File: config.mk
export PLATFORM = sky130hd
export DESIGN_NAME = apf_port
export DESIGN_NICKNAME = d
export VERILOG_FILES = /design/src/hdl/apf_pkg.sv /design/src/hdl/apf_fifo.sv /design/src/hdl/apf_port.sv
export SDC_FILE = /design/constraint.sdc
export NUM_CORES = 1
export LEC_CHECK = 0
export CAP_MARGIN = 20
export CORE_UTILIZATION = 45
export DETAILED_ROUTE_END_ITERATION = 10
export DONT_BUFFER_PORTS = 1
export PLACE_DENSITY = 0.59
export SETUP_SLACK_MARGIN = 0.4
export SLEW_MARGIN = 10
export SYNTH_ARGS = -nofsm -noshare
export SYNTH_HDL_FRONTEND = slang
export SYNTH_SLANG_ARGS = --single-unit
File: constraint.sdc
create_clock -name clk -period 7.3 [get_ports clk]
set_input_delay 0.365 -clock clk [delete_from_list [all_inputs] [get_ports clk]]
set_output_delay 0.365 -clock clk [all_outputs]
set_load 0.05 [all_outputs]
File: src/hdl/apf_pkg.sv
`default_nettype none
package apf_pkg;
    localparam int APF_DATA_W = 8;
    localparam int APF_FIFO_DEPTH = 16;
    // Mode selector value that enables the async FIFO port on a channel
    localparam logic [1:0] APF_MODE_ASYNC_FIFO = 2'h1;
    localparam logic [1:0] APF_MODE_OFF = 2'h0;

    typedef struct packed {
        logic rd_n;
        logic wr_n;
        logic send_now_wakeup_n;
    } apf_strobes_t;

    typedef struct packed {
        logic usb_active_n;
        logic remote_wakeup_en;
    } apf_usb_state_t;
endpackage : apf_pkg
`default_nettype wire

File: src/hdl/apf_fifo.sv
`default_nettype none
module apf_fifo #(
    parameter int WIDTH = 8,
    parameter int DEPTH = 16
) (
    input wire logic clk,
    input wire logic rst_n,
    input wire logic in_valid,
    output logic in_ready,
    input wire logic [WIDTH-1:0] in_data,
    output logic out_valid,
    input wire logic out_ready,
    output logic [WIDTH-1:0] out_data
);
    localparam int AW = $clog2(DEPTH);
    logic [WIDTH-1:0] mem [DEPTH];
    logic [AW-1:0] wp;
    logic [AW-1:0] rp;
    logic [AW:0] count;
    wire push = in_valid && in_ready;
    wire pop = out_valid && out_ready;
    assign in_ready = (count != (AW+1)'(DEPTH));
    assign out_valid = (count != '0);
    assign out_data = mem[rp];

    always_ff @(posedge clk) begin
        if (push) begin
            mem[wp] <= in_data;
        end
    end

    always_ff @(posedge clk or negedge rst_n) begin
        if (!rst_n) begin
            wp <= '0;
            rp <= '0;
            count <= '0;
        end else begin
            if (push) wp <= (wp == AW'(DEPTH-1)) ? '0 : wp + 1'b1;
            if (pop) rp <= (rp == AW'(DEPTH-1)) ? '0 : rp + 1'b1;
            count <= count + (AW+1)'(push) - (AW+1)'(pop);
        end
    end
endmodule : apf_fifo
`default_nettype wire

File: src/hdl/apf_port.sv
`default_nettype none
module apf_port
    import apf_pkg::*;
#(
    parameter int WIDTH = APF_DATA_W,
    parameter int DEPTH = APF_FIFO_DEPTH
) (
    input wire logic clk,
    input wire logic rst_n,
    input wire logic [1:0] port_mode,
    input wire apf_strobes_t strobes,
    input wire apf_usb_state_t usb_state,
    input wire logic [WIDTH-1:0] fifo_data_pins_in,
    output logic [WIDTH-1:0] fifo_data_pins_out,
    output logic fifo_data_pins_oe,
    output logic rx_data_available_n_out,
    output logic rx_data_available_n_oe,
    output logic tx_space_available_n_out,
    output logic tx_space_available_n_oe,
    input wire logic usb_rx_valid,
    output logic usb_rx_ready,
    input wire logic [WIDTH-1:0] usb_rx_data,
    output logic usb_tx_valid,
    input wire logic usb_tx_ready,
    output logic [WIDTH-1:0] usb_tx_data,
    output logic send_now,
    output logic resume_request
);
    logic rd_d;
    logic wr_d;
    logic wake_d;
    logic [WIDTH-1:0] rx_hold;
    logic rx_hold_valid;
    logic tx_ready_in;
    logic rx_out_valid;
    logic [WIDTH-1:0] rx_out_data;
    logic in_reset;

    wire enabled = (port_mode == APF_MODE_ASYNC_FIFO);
    wire rd_fall = enabled && rd_d && !strobes.rd_n;
    wire rd_rise = enabled && !rd_d && strobes.rd_n;
    wire wr_fall = enabled && wr_d && !strobes.wr_n;
    wire wake_fall = enabled && wake_d && !strobes.send_now_wakeup_n;
    // Holding register refills only while the host is not mid-read
    wire hold_load = !rx_hold_valid && rx_out_valid && strobes.rd_n && !rd_rise;
    wire next_rx_flag_n = !(rx_hold_valid && !rd_rise) && !hold_load;
    wire next_tx_flag_n = !tx_ready_in || wr_fall || !enabled;

    apf_fifo #(.WIDTH(WIDTH), .DEPTH(DEPTH)) u_rx_fifo (
        .clk(clk),
        .rst_n(rst_n),
        .in_valid(usb_rx_valid),
        .in_ready(usb_rx_ready),
        .in_data(usb_rx_data),
        .out_valid(rx_out_valid),
        .out_ready(hold_load),
        .out_data(rx_out_data)
    );

    // Tx FIFO back-pressure reaches the host through the space flag
    apf_fifo #(.WIDTH(WIDTH), .DEPTH(DEPTH)) u_tx_fifo (
        .clk(clk),
        .rst_n(rst_n),
        .in_valid(wr_fall && !tx_space_available_n_out),
        .in_ready(tx_ready_in),
        .in_data(fifo_data_pins_in),
        .out_valid(usb_tx_valid),
        .out_ready(usb_tx_ready),
        .out_data(usb_tx_data)
    );

    always_ff @(posedge clk or negedge rst_n) begin
        if (!rst_n) begin
            rd_d <= 1'b1;
            wr_d <= 1'b1;
            wake_d <= 1'b1;
            in_reset <= 1'b1;
        end else begin
            rd_d <= strobes.rd_n;
            wr_d <= strobes.wr_n;
            wake_d <= strobes.send_now_wakeup_n;
            in_reset <= 1'b0;
        end
    end

    always_ff @(posedge clk or negedge rst_n) begin
        if (!rst_n) begin
            rx_hold <= '0;
            rx_hold_valid <= 1'b0;
        end else if (rd_rise) begin
            rx_hold_valid <= 1'b0;
        end else if (hold_load) begin
            rx_hold <= rx_out_data;
            rx_hold_valid <= 1'b1;
        end
    end

    always_ff @(posedge clk or negedge rst_n) begin
        if (!rst_n) begin
            fifo_data_pins_out <= '0;
            fifo_data_pins_oe <= 1'b0;
            rx_data_available_n_out <= 1'b1;
            rx_data_available_n_oe <= 1'b0;
            tx_space_available_n_out <= 1'b1;
            tx_space_available_n_oe <= 1'b0;
        end else begin
            fifo_data_pins_out <= rx_hold;
            fifo_data_pins_oe <= enabled && !strobes.rd_n;
            rx_data_available_n_out <= next_rx_flag_n;
            rx_data_available_n_oe <= enabled;
            tx_space_available_n_out <= next_tx_flag_n;
            tx_space_available_n_oe <= enabled;
        end
    end

    always_ff @(posedge clk or negedge rst_n) begin
        if (!rst_n) begin
            send_now <= 1'b0;
            resume_request <= 1'b0;
        end else begin
            resume_request <= wake_fall && usb_state.usb_active_n && usb_state.remote_wakeup_en;
            send_now <= wake_fall && !usb_state.usb_active_n;
        end
    end

    AST_BUS_ONLY_IN_READ: assert property (@(posedge clk) disable iff (!rst_n)
        fifo_data_pins_oe |-> $past(!strobes.rd_n))
        else $error("data bus driven without read strobe");
    AST_RX_FLAG_RISES: assert property (@(posedge clk) disable iff (!rst_n)
        rd_rise |=> rx_data_available_n_out)
        else $error("receive flag not raised after read");
    AST_RX_FLAG_MEANS_DATA: assert property (@(posedge clk) disable iff (!rst_n)
        !rx_data_available_n_out |-> rx_hold_valid)
        else $error("receive flag low with nothing waiting");
    AST_TX_FULL_FLAG: assert property (@(posedge clk) disable iff (!rst_n)
        (enabled && !tx_ready_in) |=> tx_space_available_n_out)
        else $error("space flag low while transmit fifo full");
    AST_WRITE_FLAG_RISE: assert property (@(posedge clk) disable iff (!rst_n)
        wr_fall |=> tx_space_available_n_out)
        else $error("space flag not raised after write");
    AST_RESUME: assert property (@(posedge clk) disable iff (!rst_n)
        resume_request |-> $past(usb_state.usb_active_n) && $past(usb_state.remote_wakeup_en))
        else $error("resume requested while not suspended");
    AST_SEND_NOW: assert property (@(posedge clk) disable iff (!rst_n)
        (wake_fall && !usb_state.usb_active_n) |=> send_now)
        else $error("send immediate missed");
    AST_DISABLED_QUIET: assert property (@(posedge clk) disable iff (!rst_n)
        !enabled |=> !rx_data_available_n_oe && !fifo_data_pins_oe)
        else $error("port active while mode off");
    AST_BUS_DATA: assert property (@(posedge clk) disable iff (!rst_n)
        (fifo_data_pins_oe && $past(rx_hold_valid)) |-> fifo_data_pins_out == $past(rx_hold))
        else $error("bus does not show held byte");

    // Bus turn-around: the data pins follow the read strobe one cycle late
    AST_READ_DRIVES_BUS: assert property (@(posedge clk) disable iff (!rst_n)
        rd_fall |=> fifo_data_pins_oe && fifo_data_pins_out == $past(rx_hold))
        else $error("read strobe fall did not drive the held byte");
    AST_BUS_HELD_IN_READ: assert property (@(posedge clk) disable iff (!rst_n)
        fifo_data_pins_oe && $past(fifo_data_pins_oe) |-> $stable(fifo_data_pins_out))
        else $error("bus data changed during a read");
    AST_BUS_RELEASED: assert property (@(posedge clk) disable iff (!rst_n)
        strobes.rd_n |=> !fifo_data_pins_oe)
        else $error("bus still driven after read strobe rose");

    // Receive side: the held byte is frozen while the host reads it
    AST_HOLD_STEADY_IN_READ: assert property (@(posedge clk) disable iff (!rst_n)
        !strobes.rd_n |=> $stable(rx_hold))
        else $error("held byte changed while read strobe low");
    AST_RX_HOLD_CLEARED: assert property (@(posedge clk) disable iff (!rst_n)
        rd_rise |=> !rx_hold_valid)
        else $error("held byte not consumed at read end");
    AST_NEXT_BYTE_FETCHED: assert property (@(posedge clk) disable iff (!rst_n)
        (rd_rise && rx_out_valid) ##1 strobes.rd_n |=> !rx_data_available_n_out)
        else $error("next received byte not fetched after read");
    AST_RX_LOADED_FLAG: assert property (@(posedge clk) disable iff (!rst_n)
        (rx_out_valid && !rx_hold_valid && strobes.rd_n && !rd_rise) |=> !rx_data_available_n_out)
        else $error("receive flag stays high with a byte waiting");

    // Flag pins float for the first cycle out of reset and whenever the port is off
    AST_RESET_FLAGS_FLOAT: assert property (@(posedge clk) disable iff (!rst_n)
        in_reset |-> !rx_data_available_n_oe && !tx_space_available_n_oe && !fifo_data_pins_oe)
        else $error("pins driven straight out of reset");
    AST_TX_OFF_WHEN_DISABLED: assert property (@(posedge clk) disable iff (!rst_n)
        !enabled |=> !tx_space_available_n_oe)
        else $error("space flag driven while mode off");
    AST_FLAGS_DRIVEN_ENABLED: assert property (@(posedge clk) disable iff (!rst_n)
        enabled |=> rx_data_available_n_oe && tx_space_available_n_oe)
        else $error("flags not driven while mode on");

    // Transmit side: a refused write never reaches the fifo because the flag gates the push
    AST_TX_SPACE_RETURNS: assert property (@(posedge clk) disable iff (!rst_n)
        (enabled && tx_ready_in && !wr_fall) |=> !tx_space_available_n_out)
        else $error("space flag stays high with room free");
    AST_WRITE_CAPTURED: assert property (@(posedge clk) disable iff (!rst_n)
        (wr_fall && !tx_space_available_n_out) |=> usb_tx_valid)
        else $error("accepted write not stored");
    AST_WRITE_DATA: assert property (@(posedge clk) disable iff (!rst_n)
        (wr_fall && !tx_space_available_n_out && !usb_tx_valid) |=> usb_tx_data == $past(fifo_data_pins_in))
        else $error("stored byte differs from bus byte");

    // Wakeup strobe
    AST_WAKE_RESUME: assert property (@(posedge clk) disable iff (!rst_n)
        (wake_fall && usb_state.usb_active_n && usb_state.remote_wakeup_en) |=> resume_request)
        else $error("resume request missed");
    AST_SEND_NOW_ACTIVE_ONLY: assert property (@(posedge clk) disable iff (!rst_n)
        send_now |-> !$past(usb_state.usb_active_n))
        else $error("send immediate while suspended");
    AST_NO_WAKE_NO_PULSE: assert property (@(posedge clk) disable iff (!rst_n)
        !wake_fall |=> !send_now && !resume_request)
        else $error("wakeup pulse without strobe");
endmodule : apf_port
`default_nettype wire

* Word level (Yosys, flattened, before mapping)
Memories as Yosys holds them, arrays and structs flattened. A register that Yosys moved wholly into a read port is not among the register bits.
Cells that the tools add are included.
** Cells by class
- Add/sub/neg operators :: 8
- Multiply operators :: 0
- Div/mod/pow operators :: 0
- Magnitude comparators :: 0
- Equality and inequality tests :: 7
- Shift-type cells :: 0
- Multiplexer cells :: 10
- Bitwise logic cells :: 1
- Reductions and logical operators :: 39
** Operator list (number)
- 1-bit logical AND :: 20
- 4-bit by 1-bit adder with 4-bit output, second input constant :: 4
- 4-bit equality test, second input constant :: 4
- 4-bit two-way mux :: 4
- 1-bit logical NOT :: 13
- 5-bit by 1-bit adder with 5-bit output :: 2
- 5-bit != test, second input constant :: 2
- 5-bit nonzero test :: 2
- 5-bit by 1-bit subtractor with 5-bit output :: 2
- 1-bit two-way mux :: 6
- 2-bit by 1-bit equality test with 1-bit output, second input constant :: 1
- 1-bit logical OR :: 2
- 2-bit AND reduction :: 1
- 2-bit nonzero test :: 1
- 1-bit NOT :: 1
** Word-level totals
- Bits in registers :: 44
- Bits in latches :: 0
- RAM bits :: 256
- Memory bits (read-only) :: 0
- Input port bits :: 27
- Output and inout bits :: 25
- Logic and storage cells :: 84
- Memories :: 2
** Memories
- u_rx_fifo.mem :: depth 16, width 8, rd ports 1, clocked after Yosys merged registers in 1, write ports 1, line apf_fifo.sv:16 : logic [WIDTH-1:0] mem [DEPTH];
- u_tx_fifo.mem :: depth 16, width 8, rd ports 1, clocked after Yosys merged registers in 0, write ports 1, line apf_fifo.sv:16

* Logic depth before layout (Yosys ltp)
- Word-level depth :: 7
- Mapped depth :: 14
- Mapped depth without buffers :: 13

* Cells and area by module
Synthesis repeated with hierarchy kept, for this count alone.
** Unflattened totals
- Cell total of the unflattened synthesis :: 672
- Area, all modules :: 12431.9 um2
** Modules (own cells, without submodules)
- apf_fifo :: times used 2, cells each 311, area each 5789.3 um2, sequential area each 4169.0 um2
- apf_port :: times used 1, cells each 50, area each 853.3 um2, sequential area each 656.9 um2

* Least setup slack after synthesis
Ideal clock, no wire load.
- Path kind :: reg2reg
- Start :: register u_rx_fifo.count[3]
- End :: register u_rx_fifo.count[4]
- Setup time :: 123 ps
- Arrival :: 2826 ps
- Data required time :: 7177 ps
- Setup slack :: 4351 ps
- Cell stages (with the launch flop) :: 13
- Buffers on the path :: 2
- Period minus slack after synthesis :: 2949 ps
- Cells stage by stage :: dfrtp_1 inv_1 ha_1 nand4bb_1 and2_1 clkbuf_1 clkbuf_1 ha_1 fa_1 a21oi_1 nor2_1 nor2_1 xnor2_1
** Between the ends
- Elaborated cells on any way between the ends :: 9
- Classes of those cells :: 2 x add/sub; 1 x eq/ne; 6 x reduce/logical
** RTL lines
- start, declared :: line apf_fifo.sv:19 : logic [AW:0] count;
- start signal, assigned :: line apf_fifo.sv:40 : count <= count + (AW+1)'(push) - (AW+1)'(pop);
- 5-bit != test :: line apf_fifo.sv:22 : assign in_ready = (count != (AW+1)'(DEPTH));
- named net usb_rx_ready :: line apf_port.sv:21 : output logic usb_rx_ready,
- 1-bit logical AND :: line apf_fifo.sv:20 : wire push = in_valid && in_ready;
- named net u_rx_fifo.push :: line apf_fifo.sv:20
- 5-bit by 1-bit adder with 5-bit output :: line apf_fifo.sv:40
- 5-bit by 1-bit subtractor with 5-bit output :: line apf_fifo.sv:40
The timed path passes the listed nets, and every way through them passes these cells.
A chain may end at the register's enable or synchronous reset.

* Worst setup path in the final report
- Start :: register u_tx_fifo.rp[0]
- End :: output usb_tx_data[3]
** Between the ends
- Word-level cells in the longest chain between the ends :: 1
** RTL lines
- start, declared :: line apf_fifo.sv:18 : logic [AW-1:0] rp;
- start signal, assigned :: line apf_fifo.sv:39 : if (pop) rp <= (rp == AW'(DEPTH-1)) ? '0 : rp + 1'b1;
- memory read 16 x 8 bit
- end, declared :: line apf_port.sv:25 : output logic [WIDTH-1:0] usb_tx_data,
No other way between the ends.

==> results.md <==
- Critical path endpoint category: output pin
- Worst Path Arrival: 2880 ps
- Port Buf Inserts: 0
- Ports: 52
- R2r endpoint: u_rx_fifo.count[4]
- Nets: 727
- Tcrit/Tclk final: 44.4%
- Final Instance Area: 13900 sq um
- Yosys reg bits: 308
- Min cycle time layout: 3240 ps
- Hold Worst Slack: 59.3 ps
- Hpwl dp: 14.9 mm
- Hold Crit Class: in -> reg
- Setup Crit Path Kind: reg -> out
- RSZ-0062 raised after global routing: no
- Final wirelength: 24.4 mm
- CP cell instances: buf_4 -> mux4_2 -> nor2b_1 -> a211oi_1 -> a21oi_1
- Area Growth Syn to Fin: 13.0%
- Largest net degree at the start of global routing: 53
- Final max-slew violation count: 0
- Commonest non-fill, non-tap cell in the layout: edfxtp_1
- Global placement routability congestion: 0.735
- TritonCTS clock tree: yes
- FF-to-FF Start: u_rx_fifo.count[3]
- Filler instances: 2115
- Total congestion overflow: 0
- Mapped cell area: 12300 sq um
- Root Driver: clkbuf_16
- PD cells: 387 nW/um^2
- Starting Density: 45.8%
- Post-Syn Instances: 638
- DRT Pass-1 Iters: 5
- Core Area: 26900 sq um
- CP max stage delay: 850 ps
- Die width: 167 microns
- Commonest cells after routing, fill and taps aside: edfxtp_1, mux4_2, dfrtp_1
- Clock sinks: 308
- Post-cts gate resize count: 0
- DRT iter0 DRCs: 474
- GR peak layer: met2
- Num CTS Buffers: 34
- GR met3 Demand/Resource: 2.86%
- Max Freq: 308 MHz
- Post-DR wirelength/cell: 23.4 microns
- Total die area: 28000 sq um
- Initial antenna violation count: 0
- Slew headroom: 26.2%
- Worst R2R Path Depth: 10
- Min-Delay Endpoint: u_tx_fifo.rp[3]
- Vias in the first global route: 6210
- Syn nets: 689
- H-Tree Depth: 2
- Hold_sp: usb_tx_ready
- Max-cap violations: 0
- Die Ht: 167 microns
- Post-route ant nets: 0
- Synth Area per Inst: 19.3 sq um
- N_diodes: 0
- Drc violations: 0
- Worst-path clk slew: 60 ps
- Worst skew pair latency: 500 ps
- Critical path startpoint category: flop
- Final-report hold violation count: 0
- Worst vdd ir: 0.000148 V
- Met1 Use GR: 26.9%
- Critical-path top delay cell: a21oi_1
- Worst slew pin tran: 1110 ps
- Outcome: finished clean
- Synth warnings: 0
- Number of cells on the worst hold path: 2
- Total GRT Usage: 18.0%
- Routed via count: 5902
- Static Leak: 4.71 nW
- Max clock buf depth: 3
- Final setup vio count: 0
- Worst reg2reg setup slack: 4200 ps
- Fraction of layout cells with a size suffix above 1: 20.8%
- Clock Skew: 11.5 ps
- First-pass GRT wire length: 37.4 mm
- Rows: 60
- WP data required: 6930 ps
- Dpl cell area: 12600 sq um
- Met2 usage in global routing: 27.1%
- DR vias/cell: 5.66
- Synth cell types: 48
- Register area share after synthesis: 73.1%
- Power, Total: 0.00538 W
- Crit path max fanout: 37
- Setup Total Neg Slack: 0 ps
per-layer routing:
layer | vias to the layer above | routed length, microns
met4 | 0 | 572
li1 | 2613 | -
met3 | 44 | 1170
met2 | 139 | 11200
met5 | - | 0
met1 | 3106 | 11500
report_power, final:
part | switching (W) | leakage, nW | internal, W | total [W]
clock network | 0.000669 | 0.492 | 0.000894 | 0.00156
registers | 0.000213 | 2.90 | 0.00209 | 0.00231
logic | 0.000864 | 1.32 | 0.000642 | 0.00151
total | 0.00175 | 4.71 | 0.00363 | 0.00538
cell usage after synthesis, drive strengths merged:
| library cell | count | share of area [%] |
|---|---|---|
| a31oi | 3 | 0.15 |
| o22ai | 8 | 0.41 |
| nor2b | 10 | 0.51 |
| buf | 24 | 1.4 |
| nor3 | 6 | 0.24 |
| mux2i | 16 | 1.3 |
| nor4b | 4 | 0.39 |
| a41o | 1 | 0.081 |
| o31ai | 1 | 0.061 |
| nor3b | 3 | 0.18 |
| or2 | 1 | 0.051 |
| o21ai | 5 | 0.20 |
| and3b | 1 | 0.071 |
| a21o | 6 | 0.37 |
| fa | 2 | 0.33 |
| nand3 | 7 | 0.28 |
| a211oi | 8 | 0.49 |
| a32o | 1 | 0.081 |
| and2 | 6 | 0.33 |
| a22o | 1 | 0.071 |
| ha | 22 | 2.2 |
| xor2 | 4 | 0.28 |
| nand4bb | 1 | 0.092 |
| nand2 | 14 | 0.43 |
| dfstp | 5 | 1.1 |
| nor2 | 26 | 0.79 |
| inv | 21 | 0.64 |
| edfxtp | 256 | 63 |
| and3 | 7 | 0.36 |
| a2111oi | 1 | 0.12 |
| xnor2 | 8 | 0.57 |
| clkbuf | 11 | 0.35 |
| and4 | 3 | 0.21 |
| o21bai | 1 | 0.061 |
| a221oi | 8 | 0.57 |
| mux2 | 4 | 0.43 |
| nand2b | 5 | 0.25 |
| dfrtp | 47 | 9.6 |
| mux4 | 64 | 12 |
| a21oi | 15 | 0.61 |
| or4b | 1 | 0.11 |
kinds of logic after synthesis:
family                     after synthesis  share of synthesized area (%)
and+or+nand+nor                         95                           4.30
muxes                                   84                           13.5
buffers and inverters                   56                           2.40
adders and majority gates               24                           2.56
DFF                                    308                           73.1
xor gates and xnor gates                12                          0.855
AOI/OAI and AO/OA                       59                           3.28
worst max-delay path: cells and delay by family (launching register included):
| kind | cells | cell delay [ps] |
|---|---|---|
| AO/OA/AOI/OAI | 2 | 940 |
| buffers and inverters | 1 | 540 |
| flip-flops | 1 | 340 |
| multiplexers | 1 | 360 |
| AND/OR/NAND/NOR | 1 | 170 |
worst max-delay path by stage:
stage / start / cells past startpoint / end / slack [ps]
floorplan: u_rx_fifo.count[3] / 12 / u_rx_fifo.count[4] / 4350
global placement: u_rx_fifo.count[3] / 6 / u_rx_fifo.mem[7][2] / 4190
detailed placement: u_rx_fifo.count[2] / 6 / u_rx_fifo.mem[7][1] / 4000
CTS: u_tx_fifo.rp[0] / 5 / usb_tx_data[3] / 3970
global route: u_tx_fifo.rp[0] / 5 / usb_tx_data[2] / 3840
finish: u_tx_fifo.rp[0] / 5 / usb_tx_data[3] / 4060
state kept, by name, summed over array words and instances, names as in the netlist, 4 cells and up:
| register | flops |
|---|---|
| u_rx_fifo.rp | 4 |
| u_rx_fifo.wp | 4 |
| fifo_data_pins_out | 8 |
| u_tx_fifo.wp | 4 |
| u_tx_fifo.mem | 128 |
| u_rx_fifo.count | 5 |
| u_tx_fifo.count | 5 |
| rx_hold | 8 |
| u_rx_fifo.mem | 128 |
| u_tx_fifo.rp | 4 |
area by class of cell:
type                       count  area, sq um  share of cell area, %
clock inverter                18          105                  0.756
tap                          341          427                   3.07
clock buffer                  43          916                   6.59
sequential                   308         9000                   64.8
multi-input combinational    274         3020                   21.7
timing repair buffer          37          350                   2.52
inverter                      21         78.8                  0.567
repair_timing:
action,CTS,global route
hold buffers,23,0
endpoints found under the hold margin,316,0
setup buffers,0,0
per-stage QoR:
step	util, %	instances	setup WS (ps)
after detailed placement	47.0	958	4000
after floorplan	-	638	4350
after global placement	46.9	955	4190
after global routing	51.7	1042	3840
after CTS	51.7	1042	3970
final	51.7	1042	4060
No activity file was read; power rests on OpenSTA's default activity.
